### config.mk
export PLATFORM = sky130hd
export DESIGN_NAME = hid_engine
export DESIGN_NICKNAME = d
export VERILOG_FILES = /design/src/hid_pkg.sv /design/src/hid_uframe_sched.sv /design/src/hid_engine.sv
export SDC_FILE = /design/constraint.sdc
export NUM_CORES = 1
export LEC_CHECK = 0
export ABC_CLOCK_PERIOD_IN_PS = 3500
export BUFFER_PORTS_ARGS = -buffer_cell sky130_fd_sc_hd__buf_2
export CORE_MARGIN = 2
export CORE_UTILIZATION = 45
export DETAILED_ROUTE_END_ITERATION = 16
export PLACE_DENSITY = 0.71
export SETUP_SLACK_MARGIN = 0.2
export SYNTH_ARGS = -nofsm -noshare
export SYNTH_HDL_FRONTEND = slang
export SYNTH_SLANG_ARGS = --single-unit
### constraint.sdc
create_clock -name clk_sys -period 3.5 [get_ports clk_sys]
set_clock_uncertainty 0.15 [all_clocks]
set_input_delay 0.7 -clock clk_sys [delete_from_list [all_inputs] [get_ports clk_sys]]
set_output_delay 0.7 -clock clk_sys [all_outputs]
set_load 0.01 [all_outputs]
### src/hid_pkg.sv
package hid_pkg;

    // Descriptor word layout: bit positions within the 64-bit words.
    localparam int DW0_VALID_BIT   = 0;
    localparam int DW0_EPLOW_BIT   = 31;
    localparam int DW0_MULT_LSB    = 29;
    localparam int DW1_EPHIGH_LSB  = 32;
    localparam int DW1_FADDR_LSB   = 35;
    localparam int DW1_TOKEN_LSB   = 42;
    localparam int DW1_KIND_LSB    = 44;
    localparam int DW1_SPLIT_BIT   = 46;
    localparam int DW2_FRAME_LSB   = 3;
    localparam int DW2_BUF_LSB     = 8;
    localparam int DW3_COUNT_LSB   = 32;
    localparam int DW3_HALT_BIT    = 62;
    localparam int DW3_ACTIVE_BIT  = 63;
    localparam int DW4_MASK_LSB    = 0;
    localparam int DW4_RESULT_LSB  = 8;

    // Token encodings.
    localparam logic [1:0] TOKEN_OUT = 2'h0;
    localparam logic [1:0] TOKEN_IN  = 2'h1;

    // Result bit positions in one three-bit microframe result.
    localparam int RES_XACT_ERR = 0;
    localparam int RES_BABBLE   = 1;
    localparam int RES_UNDERRUN = 2;

    // Register offsets of the control port.
    localparam logic [3:0] REG_DW0    = 4'h0;
    localparam logic [3:0] REG_DW1    = 4'h1;
    localparam logic [3:0] REG_DW2    = 4'h2;
    localparam logic [3:0] REG_DW3    = 4'h3;
    localparam logic [3:0] REG_DW4    = 4'h4;
    localparam logic [3:0] REG_CTRL   = 4'h5;
    localparam logic [3:0] REG_IRQ_ST = 4'h6;
    localparam logic [3:0] REG_IRQ_EN = 4'h7;
    localparam logic [3:0] REG_IRQ_CL = 4'h8;

    // Interrupt status bit positions.
    localparam int IRQ_DONE = 0;
    localparam int IRQ_HALT = 1;
    localparam int IRQ_ERR  = 2;

    localparam logic [31:0] RESET_WORD = 32'h0000_0000;

    // Decoded transaction request toward the link engine.
    typedef struct packed {
        logic        split;
        logic [1:0]  token;
        logic [6:0]  function_addr;
        logic [3:0]  endpoint;
        logic [15:0] buffer_start_word;
        logic [2:0]  uframe;
    } hid_xact_t;

    // Outcome of one packet reported by the link engine.
    typedef struct packed {
        logic        stall;
        logic [2:0]  microframe_result;
        logic [11:0] bytes;
        logic        last;
    } hid_result_t;

endpackage : hid_pkg

### src/hid_uframe_sched.sv
// Picks the microframe slots to execute within the descriptor's frame.
module hid_uframe_sched (
    // Clock and reset.
    input  wire logic       clk_sys,
    input  wire logic       rst_n,
    // Frame matching.
    input  wire logic [4:0] desc_frame,
    input  wire logic [4:0] bus_frame,
    input  wire logic [2:0] bus_uframe,
    input  wire logic       uframe_tick,
    input  wire logic [7:0] microframe_enable_mask,
    // Result.
    output logic            slot_hit_q
);

    // A slot is due only when the frame matches and that microframe is enabled.
    wire frame_match = (desc_frame == bus_frame);
    wire enabled     = microframe_enable_mask[bus_uframe];

    always_ff @(posedge clk_sys or negedge rst_n) begin
        if (!rst_n) begin
            slot_hit_q <= 1'b0;
        end else begin
            slot_hit_q <= uframe_tick & frame_match & enabled;
        end
    end

endmodule : hid_uframe_sched

### src/hid_engine.sv
module hid_engine (
    // Clock and reset.
    input  wire logic                 clk_sys,
    input  wire logic                 rst_n,
    // Register port.
    input  wire logic [3:0]           reg_addr,
    input  wire logic [31:0]          reg_wdata,
    input  wire logic                 reg_wr,
    input  wire logic                 reg_rd,
    output logic [31:0]               reg_rdata_q,
    // Bus timing.
    input  wire logic [4:0]           bus_frame,
    input  wire logic [2:0]           bus_uframe,
    input  wire logic                 uframe_tick,
    // Link engine request.
    output hid_pkg::hid_xact_t        xact_q,
    output logic                      xact_req_q,
    input  wire logic                 xact_done,
    input  wire hid_pkg::hid_result_t xact_res,
    // Interrupt.
    output logic                      irq_q
);

    typedef enum logic [1:0] {
        HID_IDLE = 2'b00,
        HID_WAIT = 2'b01,
        HID_SEND = 2'b10,
        HID_BUSY = 2'b11
    } hid_state_t;

    ////////////////////////////////////////////////////////////////////////////
    // Descriptor storage.

    // Descriptor words: 64-bit registers, written and read in 32-bit halves chosen by hi_sel_q.
    logic [63:0] dw0_q;
    logic [63:0] dw1_q;
    logic [63:0] dw2_q;
    logic [63:0] dw3_q;
    logic [63:0] dw4_q;
    logic        hi_sel_q;
    logic [2:0]  irq_st_q;
    logic [2:0]  irq_en_q;
    hid_state_t  state_q;
    logic [1:0]  pkt_cnt_q;
    logic [14:0] byte_acc_q;
    logic        slot_hit;

    // Field views of the descriptor.
    wire       valid_bit  = dw0_q[hid_pkg::DW0_VALID_BIT];
    wire       active_bit = dw3_q[hid_pkg::DW3_ACTIVE_BIT];
    wire       live       = valid_bit | active_bit;
    wire       halted     = dw3_q[hid_pkg::DW3_HALT_BIT];
    wire [1:0] mult       = dw0_q[hid_pkg::DW0_MULT_LSB +: 2];
    wire [2:0] endpoint_number_high = dw1_q[hid_pkg::DW1_EPHIGH_LSB +: 3];
    wire       endpoint_number_low  = dw0_q[hid_pkg::DW0_EPLOW_BIT];
    wire [3:0] endpoint   = {endpoint_number_high, endpoint_number_low};
    wire [4:0] desc_frame = dw2_q[hid_pkg::DW2_FRAME_LSB +: 5];
    wire [7:0] microframe_enable_mask = dw4_q[hid_pkg::DW4_MASK_LSB +: 8];
    wire [1:0] endpoint_kind = dw1_q[hid_pkg::DW1_KIND_LSB +: 2];

    // Register decode.
    wire        wr_lo    = reg_wr & ~reg_addr[3] & ~hi_sel_q;
    wire        wr_hi    = reg_wr & ~reg_addr[3] & hi_sel_q;
    wire        wr_ctrl  = reg_wr & (reg_addr == hid_pkg::REG_CTRL);
    wire        wr_en    = reg_wr & (reg_addr == hid_pkg::REG_IRQ_EN);
    wire        wr_clr   = reg_wr & (reg_addr == hid_pkg::REG_IRQ_CL);
    wire        sel_dw0  = reg_addr == hid_pkg::REG_DW0;
    wire        sel_dw1  = reg_addr == hid_pkg::REG_DW1;
    wire        sel_dw2  = reg_addr == hid_pkg::REG_DW2;
    wire        sel_dw3  = reg_addr == hid_pkg::REG_DW3;
    wire        sel_dw4  = reg_addr == hid_pkg::REG_DW4;
    wire [63:0] rd_word  = sel_dw0 ? dw0_q : sel_dw1 ? dw1_q : sel_dw2 ? dw2_q :
                           sel_dw3 ? dw3_q : sel_dw4 ? dw4_q : 64'h0;
    wire [31:0] rd_half  = hi_sel_q ? rd_word[63:32] : rd_word[31:0];
    // Unmapped indexes read as zero, so software never sees a stale word there.
    wire [31:0] rd_mux   = (reg_addr < hid_pkg::REG_CTRL) ? rd_half :
                           (reg_addr == hid_pkg::REG_CTRL) ? {31'h0, hi_sel_q} :
                           (reg_addr == hid_pkg::REG_IRQ_ST) ? {29'h0, irq_st_q} :
                           (reg_addr == hid_pkg::REG_IRQ_EN) ? {29'h0, irq_en_q} :
                           32'h0;

    // Engine events.
    wire        take_slot = (state_q == HID_WAIT) & slot_hit;
    wire        got_res   = (state_q == HID_BUSY) & xact_done;
    wire        stall_ev  = got_res & xact_res.stall;
    wire        fatal_ev  = got_res & xact_res.microframe_result[hid_pkg::RES_XACT_ERR];
    wire [14:0] acc_next  = byte_acc_q + {3'h0, xact_res.bytes};
    wire        mult_done = ({1'b0, pkt_cnt_q} + 3'h1) >= {1'b0, mult};
    wire        more_pkt  = got_res & ~xact_res.last & ~mult_done & ~stall_ev & ~fatal_ev;
    wire        slot_end  = got_res & ~more_pkt;
    // Enable bits clear as their slots run, so no other bit left, or microframe 7, means the last slot.
    wire        last_slot = ~|(microframe_enable_mask & ~(8'h1 << xact_q.uframe)) |
                            (xact_q.uframe == 3'h7);
    wire        finish_ev = slot_end & ~stall_ev & ~fatal_ev & last_slot;
    wire        retire    = stall_ev | fatal_ev | finish_ev;
    wire [2:0]  irq_ev    = {fatal_ev, stall_ev, finish_ev};
    wire [5:0]  res_pos   = 6'(hid_pkg::DW4_RESULT_LSB) + 6'(3 * xact_q.uframe);

    ////////////////////////////////////////////////////////////////////////////
    // Scheduler.

    hid_uframe_sched hid_uframe_sched_inst (
        .clk_sys                (clk_sys),
        .rst_n                  (rst_n),
        .desc_frame             (desc_frame),
        .bus_frame              (bus_frame),
        .bus_uframe             (bus_uframe),
        .uframe_tick            (uframe_tick),
        .microframe_enable_mask (microframe_enable_mask),
        .slot_hit_q             (slot_hit)
    );

    ////////////////////////////////////////////////////////////////////////////
    // Control state machine.

    // A descriptor that is not live or is halted never leaves idle.
    always_ff @(posedge clk_sys or negedge rst_n) begin
        if (!rst_n) begin
            state_q <= HID_IDLE;
        end else begin
            unique case (state_q)
                HID_IDLE: state_q <= (live & ~halted) ? HID_WAIT : HID_IDLE;
                HID_WAIT: state_q <= (~live | halted) ? HID_IDLE :
                                     slot_hit ? HID_SEND : HID_WAIT;
                HID_SEND: state_q <= HID_BUSY;
                HID_BUSY: state_q <= retire ? HID_IDLE :
                                     more_pkt ? HID_SEND :
                                     got_res ? HID_WAIT : HID_BUSY;
            endcase
        end
    end

    // Packet counter and byte accumulator for one execution.
    always_ff @(posedge clk_sys or negedge rst_n) begin
        if (!rst_n) begin
            pkt_cnt_q  <= 2'h0;
            byte_acc_q <= 15'h0;
        end else if (state_q == HID_IDLE) begin
            pkt_cnt_q  <= 2'h0;
            byte_acc_q <= 15'h0;
        end else if (got_res) begin
            pkt_cnt_q  <= more_pkt ? pkt_cnt_q + 2'h1 : 2'h0;
            byte_acc_q <= acc_next;
        end
    end

    // Request toward the link; fields copied from the descriptor, microframe from the bus.
    always_ff @(posedge clk_sys or negedge rst_n) begin
        if (!rst_n) begin
            xact_q     <= '0;
            xact_req_q <= 1'b0;
        end else begin
            xact_req_q <= (state_q == HID_SEND);
            if (state_q == HID_WAIT && slot_hit) begin
                xact_q.split             <= dw1_q[hid_pkg::DW1_SPLIT_BIT];
                xact_q.token             <= dw1_q[hid_pkg::DW1_TOKEN_LSB +: 2];
                xact_q.function_addr     <= dw1_q[hid_pkg::DW1_FADDR_LSB +: 7];
                xact_q.endpoint          <= endpoint;
                xact_q.buffer_start_word <= dw2_q[hid_pkg::DW2_BUF_LSB +: 16];
                xact_q.uframe            <= bus_uframe;
            end
        end
    end

    ////////////////////////////////////////////////////////////////////////////
    // Descriptor words: software writes, hardware write-back.

    // Hardware updates override software writes in the same cycle.
    always_ff @(posedge clk_sys or negedge rst_n) begin
        if (!rst_n) begin
            dw0_q    <= 64'h0;
            dw1_q    <= 64'h0;
            dw2_q    <= 64'h0;
            dw3_q    <= 64'h0;
            dw4_q    <= 64'h0;
            hi_sel_q <= 1'b0;
        end else begin
            if (wr_ctrl) begin
                hi_sel_q <= reg_wdata[0];
            end
            if ((wr_lo | wr_hi) & sel_dw0) begin
                dw0_q[hi_sel_q*32 +: 32] <= reg_wdata;
            end
            if ((wr_lo | wr_hi) & sel_dw1) begin
                dw1_q[hi_sel_q*32 +: 32] <= reg_wdata;
            end
            if ((wr_lo | wr_hi) & sel_dw2) begin
                dw2_q[hi_sel_q*32 +: 32] <= reg_wdata;
            end
            if ((wr_lo | wr_hi) & sel_dw3) begin
                dw3_q[hi_sel_q*32 +: 32] <= reg_wdata;
            end
            if ((wr_lo | wr_hi) & sel_dw4) begin
                dw4_q[hi_sel_q*32 +: 32] <= reg_wdata;
            end
            if (got_res) begin
                dw3_q[hid_pkg::DW3_COUNT_LSB +: 15] <= acc_next;
                dw4_q[res_pos +: 3] <= xact_res.microframe_result;
            end
            if (slot_end) begin
                dw4_q[xact_q.uframe] <= 1'b0;
            end
            if (stall_ev) begin
                dw3_q[hid_pkg::DW3_HALT_BIT] <= 1'b1;
            end
            if (retire) begin
                dw0_q[hid_pkg::DW0_VALID_BIT]  <= 1'b0;
                dw3_q[hid_pkg::DW3_ACTIVE_BIT] <= 1'b0;
            end
        end
    end

    ////////////////////////////////////////////////////////////////////////////
    // Interrupts and read data.

    // Status is sticky; a new event in the clear cycle wins.
    always_ff @(posedge clk_sys or negedge rst_n) begin
        if (!rst_n) begin
            irq_st_q    <= 3'h0;
            irq_en_q    <= 3'h0;
            irq_q       <= 1'b0;
            reg_rdata_q <= hid_pkg::RESET_WORD;
        end else begin
            irq_st_q    <= (irq_st_q & ~(wr_clr ? reg_wdata[2:0] : 3'h0)) | irq_ev;
            irq_en_q    <= wr_en ? reg_wdata[2:0] : irq_en_q;
            irq_q       <= |(irq_st_q & irq_en_q);
            reg_rdata_q <= reg_rd ? rd_mux : 32'h0;
        end
    end
endmodule : hid_engine

==> flow_summary.toml, run 1 <==
[status]
status = "finished clean"

[pwr]
p_per_area_nw_per_um2 = 624.4
combPwrFrac_pct = 18.2
internal_power_uw = 10030
p_leak_uw = 0.01028
seqPwrFrac_pct = 47.1
switching_share_pct = 28.61
p_sw_uw = 4021
p_total_uw = 14060
ir_drop_mv = 0.3136
clockPowerShare_pct = 34.6

[logic_synthesis]
ys.warnings.count = 0
synth_top_area_cell = "dfrtp_1"
synth_cells = 1619
synth_compound_gate_area_share_pct = 13.66
synth-xor-area-share_pct = 1.039
yosysTopAreaCellShare_pct = 52.79
yosysMostFrequentCell = "dfrtp_1"
synth_seq_cells = 414
async_flop_share_pct = 100.0
yosys.area_share.simple_pct = 6.924
synth_fp_nets = 1716
netlist_area_sq_um = 19630
synth_edf_count = 0
synth_top_family_by_area = "multiplexers"
synthTopCellsByArea = "dfrtp_1, mux2_2, a221oi_1"
ys_types = 68
yosysSeqAreaShare_pct = 52.79
synth-adder-area-share_pct = 1.989
synthMuxAreaShare_pct = 19.71
synthTopCellsByCount = "dfrtp_1, mux2_2, nand2_1, o21ai_0, a21oi_1"
synth_area_per_cell_sq_um = 12.12
synthFlopType = "dfrtp_1"

[routing]
drc_errors = 0
routedWlPerCell_um = 23.77
wl_met2_um = 25690
wl_met3_um = 4165
wirelength_um = 55530
post_drt_via_cell_ratio = 6.086
drt_iter0_markers = 1243
ant_nets = 0
top_layer = "met5"
dr.pass1.iters = 6
vias = 14220
wl_met1_um = 23750

[setup_path]
crit_fanout = 14
worstPathArrival_ns = 3.22
cp_top_family = "adder cells"
path_buf_inv = 2
path_class = "flop to flop"
endpoint_kind = "flop"
cp_common_cell = "ha_1"
cpMaxStageDelayCell = "ha_1"
crit_path_max_incr_delay_ns = 0.48
reg2reg_slack_ns = 0.52
start_kind = "flop"
required_ns = 3.74
path_cells = "inv_1, ha_1, ha_1, ha_1, buf_4, nor2_1, a31oi_1, and3_1, a221oi_1"

[timing]
fin_crit_ns = 2.979
fin_crit_sh_pct = 85.11
worstMarginPinSlew_ns = 0.7051
finalHoldViolations = 0
relSlewSlack_pct = 52.40
tns_ns = 0
rsz0062_at_grt = "false"
slew_violations = 0
fmax_mhz = 335.7
setup_violations = 0

[floorplan]
rows = 76
core_sq_um = 43080
ios = 134
die_y_um = 212.8
initial_core_util_pct = 45.56
die_w_um = 212.8
die_area_sq_um = 45300

[clocking]
post_cts_buffers = 0
clk_pin_slew_ns = 0.06
clk_latency_ns = 0.56
cts_tree = "built"
cts-root-buf = "clkbuf_16"
cts.sinks = 414
cts.htree.levels = 2
ctsResizeCount = 0
cts_buffers = 44
clk_path_buf_depth = 3

[place]
place.gp.congestion = 0.9028
place_area_sq_um = 20960
dp.cells = 2250
io_buffers = 133
dpl.hpwl_um = 36670

[cells_and_area]
fin_nets = 1809
area_growth_pct = 14.71
seq_area_sq_um = 10360
multiInputGateArea_sq_um = 8537
filler_cell_count = 3707
stdcell_count = 2336
drive_gt1_share_pct = 34.08
finalInstanceArea_sq_um = 22510

[global_route]
grt_pass1_wl_um = 85620
grt-ovfl-total = 0
antenna_found_initial = 7
grtUsageTotal_pct = 24.92
grt_max_degree = 87
grt_pass1_vias = 14360

[job]
drv_cap = 0

[worst_hold_path]
min_path_type = "input port to flop"
==> power groups by stage <==
stage | clock network, uW | logic, uW | registers, uW
global route | 5150 | 2820 | 6740
global placement | 0 | 2450 | 6620
detailed placement | 0 | 2540 | 6670
finish | 4870 | 2560 | 6620
CTS | 4960 | 2570 | 6600
floorplan | 0 | 1850 | 6340
==> metrics by stage <==
stage | setup slack [ns] | hold slack, ns | util [%]
3_3_place_gp | 0.5203 | 0.3188 | 48.67
2_1_floorplan | 0.5853 | 0.2544 | -
6_report | 0.5211 | 0.2645 | 52.26
3_5_place_dp | 0.4199 | 0.3303 | 48.67
5_1_grt | 0.3103 | 0.2697 | 52.25
4_1_cts | 0.5422 | 0.2443 | 52.23
==> state kept, by name (all words and copies together), names as in the netlist <==
| register | cells |
|---|---|
| dw0_q | 64 |
| dw1_q | 64 |
| dw2_q | 64 |
| dw3_q | 64 |
| dw4_q | 64 |
| xact_q | 33 |
| reg_rdata_q | 32 |
| byte_acc_q | 15 |
| irq_en_q | 3 |
| irq_st_q | 3 |
| pkt_cnt_q | 2 |
| state_q | 2 |
| hi_sel_q | 1 |
| hid_uframe_sched_inst.slot_hit_q | 1 |
| irq_q | 1 |
| xact_req_q | 1 |
==> cells in the final DEF (no fill, tap or decap), types with 7 or more instances in the layout <==
| master | synthesis | final |
|---|---|---|
| a22oi_1 | 31 | 31 |
| o21a_1 | 9 | 9 |
| buf_4 | 11 | 43 |
| nor3_1 | 8 | 7 |
| a221o_1 | 7 | 7 |
| nor2b_1 | 41 | 41 |
| clkbuf_16 | 0 | 45 |
| dfrtp_1 | 414 | 413 |
| nor2_1 | 49 | 46 |
| a221oi_1 | 57 | 57 |
| nand3_1 | 35 | 35 |
| a21oi_1 | 62 | 62 |
| inv_1 | 20 | 20 |
| xor2_1 | 8 | 8 |
| a31oi_1 | 34 | 34 |
| buf_2 | 48 | 132 |
| buf_12 | 0 | 13 |
| a222oi_1 | 35 | 35 |
| a21o_1 | 14 | 14 |
| mux2i_1 | 31 | 31 |
| o21ai_0 | 75 | 75 |
| xnor2_1 | 9 | 9 |
| clkinv_2 | 0 | 8 |
| nand2_1 | 91 | 91 |
| ha_1 | 28 | 28 |
| mux2_2 | 308 | 308 |
| a211oi_1 | 23 | 23 |
==> metal layers <==
metal / up-vias / track usage, %
met2: 545 / 39.11
met5: - / 0
met3: 126 / 4.854
met4: 4 / 9.043
met1: 7326 / 34.48
li1: 6217 / -
==> final timing paths <==
path	cells past startpoint	endpoint	start
setup reg to reg	9	dw4_q[5]	xact_q[1]
setup / recovery	9	dw4_q[5]	xact_q[1]
min in group asynchronous	2	dw1_q[42]	rst_n
max in group asynchronous	3	xact_q[16]	rst_n
hold / removal	2	reg_rdata_q[0]	reg_rd
hold reg to reg	1	dw3_q[10]	dw3_q[10]
==> logic make-up (layout without fill, tap and decap cells) <==
kind of cell,Yosys count,count (layout)
AOI/OAI and AO/OA,381,381
xor gates and xnor gates,19,19
adders and majority gates,30,30
buffers and inverters,163,290
DFF,414,414
muxes,344,344
other,0,5
and+or+nand+nor,268,268
==> layout make-up <==
class / count / area share [%]
multi-input cells: 1042 / 37.92
repair buffers: 190 / 5.636
inverters: 20 / 0.3335
clock buffers: 57 / 5.469
well taps: 585 / 3.251
clock inverters: 23 / 1.306
diodes: 5 / 0.05558
flip-flops and latches: 414 / 46.03
==> worst register-to-register path, stage by stage, from the launching register on <==
cell	delay (ns)
dfrtp_1	0.37
inv_1	0.17
ha_1	0.27
ha_1	0.33
ha_1	0.48
buf_4	0.25
nor2_1	0.06
a31oi_1	0.42
and3_1	0.26
a221oi_1	0.07
==> repair_timing <==
action,CTS,global route
hold endpoints to repair,58,0
endpoints found under the setup margin,0,0
hold buffers,1,0
(Power assumes the default switching activity.)
==> inputs of run 2 (changes only) <==
--- a/config.mk
+++ b/config.mk
@@ -7,10 +7,14 @@
 export LEC_CHECK = 0
 export ABC_CLOCK_PERIOD_IN_PS = 3500
 export BUFFER_PORTS_ARGS = -buffer_cell sky130_fd_sc_hd__buf_2
+export CAP_MARGIN = 10
+export CELL_PAD_IN_SITES_DETAIL_PLACEMENT = 1
+export CELL_PAD_IN_SITES_GLOBAL_PLACEMENT = 1
 export CORE_MARGIN = 2
 export CORE_UTILIZATION = 45
 export DETAILED_ROUTE_END_ITERATION = 16
-export PLACE_DENSITY = 0.71
+export GPL_TIMING_DRIVEN = 0
+export PLACE_DENSITY = 0.83
 export SETUP_SLACK_MARGIN = 0.2
 export SYNTH_ARGS = -nofsm -noshare
 export SYNTH_HDL_FRONTEND = slang
==> run 2 against run 1 <==
  * Fmax fell by 8.3%
  * Wire length rose by 25%
  * Power rose by 1.9%
  * Sequential share of layout area barely moved
  * Non-clock buffer count rose by 63
  * Combinational power rose by 8.6%
==> flow_summary.toml, run 2 (synthesis results as in run 1) <==
[place]
place_area_sq_um = 20970
place.gp.congestion = 0.9569
dpl.hpwl_um = 48000
io_buffers = 103

[pwr]
switching_share_pct = 30.76
clockPowerShare_pct = 33.8
p_leak_uw = 0.01031
p_total_uw = 14330
p_per_area_nw_per_um2 = 636.5
ir_drop_mv = 0.3290
seqPwrFrac_pct = 46.8
combPwrFrac_pct = 19.4
internal_power_uw = 9922
p_sw_uw = 4407

[setup_path]
worstSetupStartpoint = "xact_q[0]"
cp-endpoint = "dw4_q[6]"
reg2reg_slack_ns = 0.25
endpoint_kind = "flop"
worstReg2RegStart = "xact_q[0]"
start_kind = "flop"
crit_fanout = 10
ff2ff_path_depth = 12
required_ns = 3.82
path_class = "flop to flop"
worstReg2RegEnd = "dw4_q[6]"
worstPathArrival_ns = 3.57

[routing]
post_drt_via_cell_ratio = 6.417
dr.pass1.iters = 7
routedWlPerCell_um = 29.10
ant_nets = 0
drc_errors = 0
vias = 15360
wirelength_um = 69680
drt_iter0_markers = 1592

[global_route]
grt_max_degree = 118
antenna_found_initial = 5
grt-ovfl-total = 0
grtUsageTotal_pct = 31.26
grt_pass1_vias = 16150
grt_pass1_wl_um = 104000

[timing]
finalHoldViolations = 0
relSlewSlack_pct = 27.80
fin_crit_sh_pct = 92.86
rsz0062_at_grt = "false"
fmax_mhz = 307.7
fin_crit_ns = 3.250
setup_violations = 0
slew_violations = 0
worstMarginPinSlew_ns = 1.083

[cells_and_area]
final_common_cell = "dfrtp_1"
drive_gt1_share_pct = 32.48
finalInstanceArea_sq_um = 22510
filler_cell_count = 4463
area_growth_pct = 14.70
fin_nets = 1872
seq_area_sq_um = 10360
multiInputGateArea_sq_um = 8516
layout_common_cells = "dfrtp_1, mux2_2, buf_2"

[clocking]
clk_latency_ns = 0.59
clk_path_buf_depth = 3
clk_pin_slew_ns = 0.06
cts.sinks = 414
cts_tree = "built"
cts.htree.levels = 2
cts-root-buf = "clkbuf_16"
cts_buffers = 44

[job]
drv_cap = 0

[status]
status = "finished clean"

[floorplan]
ios = 134
initial_core_util_pct = 45.56
die_w_um = 212.8
die_y_um = 212.8
die_area_sq_um = 45300
core_sq_um = 43080
rows = 76

[worst_hold_path]
min_path_type = "input port to flop"
-- run 2: cell count changes in the layout (fill, tap and decap cells not counted), moves of 4 or more --
| cell | delta |
|---|---|
| buf_1 | +15 |
| buf_12 | -13 |
| buf_2 | +17 |
| buf_4 | -29 |
| buf_6 | +5 |
| bufinv_16 | -4 |
| clkbuf_1 | +54 |
| clkbuf_2 | +12 |
| clkbuf_8 | +7 |
-- run 2: per-layer routing --
metal	vias up	global-route usage, %	part of all wire (%)
met4	2	15.36	5.0
met3	200	6.472	8.4
met2	779	48.96	46
met5	-	0	0.019
li1	6316	-	-
met1	8065	41.46	41
-- run 2: how the worst min path moves through the flow --
stage,from,to,cells past startpoint
after floorplan,rst_n,byte_acc_q[0],0
after global placement,byte_acc_q[6],byte_acc_q[6],2
after detailed placement,dw3_q[11],dw3_q[11],1
after CTS,reg_rd,reg_rdata_q[1],2
after global routing,reg_rd,reg_rdata_q[1],2
final,reg_rd,reg_rdata_q[1],2
-- run 2: area by class of cell --
| cell class | count | share of cell area [%] |
|---|---|---|
| Antenna cell | 2 | 0.02223 |
| Buffer | 143 | 3.079 |
| Clock buffer | 67 | 6.042 |
| Clock inverter | 11 | 0.5558 |
| Inverter | 20 | 0.3335 |
| Multi-Input combinational cell | 1042 | 37.83 |
| Sequential cell | 414 | 46.04 |
| Tap cell | 585 | 3.252 |
| Timing Repair Buffer | 110 | 2.846 |
-- run 2: power groups by stage --
stage                     Combinational, uW  Sequential, uW  Clock [uW]
after floorplan                        1850            6340           0
after global placement                 2540            6610           0
after detailed placement               2690            6700           0
after CTS                              2740            6640        4880
after global routing                   3000            6770        5080
final                                  2780            6700        4850
-- run 2: critical path: stages (launching register included) --
cell and delay, ns:
dfrtp_2 0.46, buf_2 0.19, clkbuf_2 0.22, inv_1 0.17
ha_1 0.19, inv_1 0.07, ha_1 0.35, clkbuf_2 0.25
clkbuf_4 0.26, nor2_1 0.06, nor2_1 0.36, nand2_1 0.11
a222oi_1 0.30
-- run 2: through the flow --
stage	TNS [ns]	instances	utilization (%)	hold WS, ns	setup WS (ns)
after floorplan	0	1619	-	0.2544	0.5853
after global placement	-2674.02	2307	48.45	0.3153	-6.489
after detailed placement	-0.2067	2310	48.67	0.3376	-0.1038
after CTS	0	2389	52.16	0.2083	0.2160
after global routing	0	2393	52.25	0.2184	0.2021
final	0	2394	52.26	0.2153	0.2500
-- run 2: timing repair --
item | CTS | global route
setup endpoints to repair | 22 | 20
endpoints found under the hold margin | 5 | 0
resized for setup | 5 | 5
hold buffers | 1 | 0
setup buffers | 0 | 3
pin swaps | 0 | 0
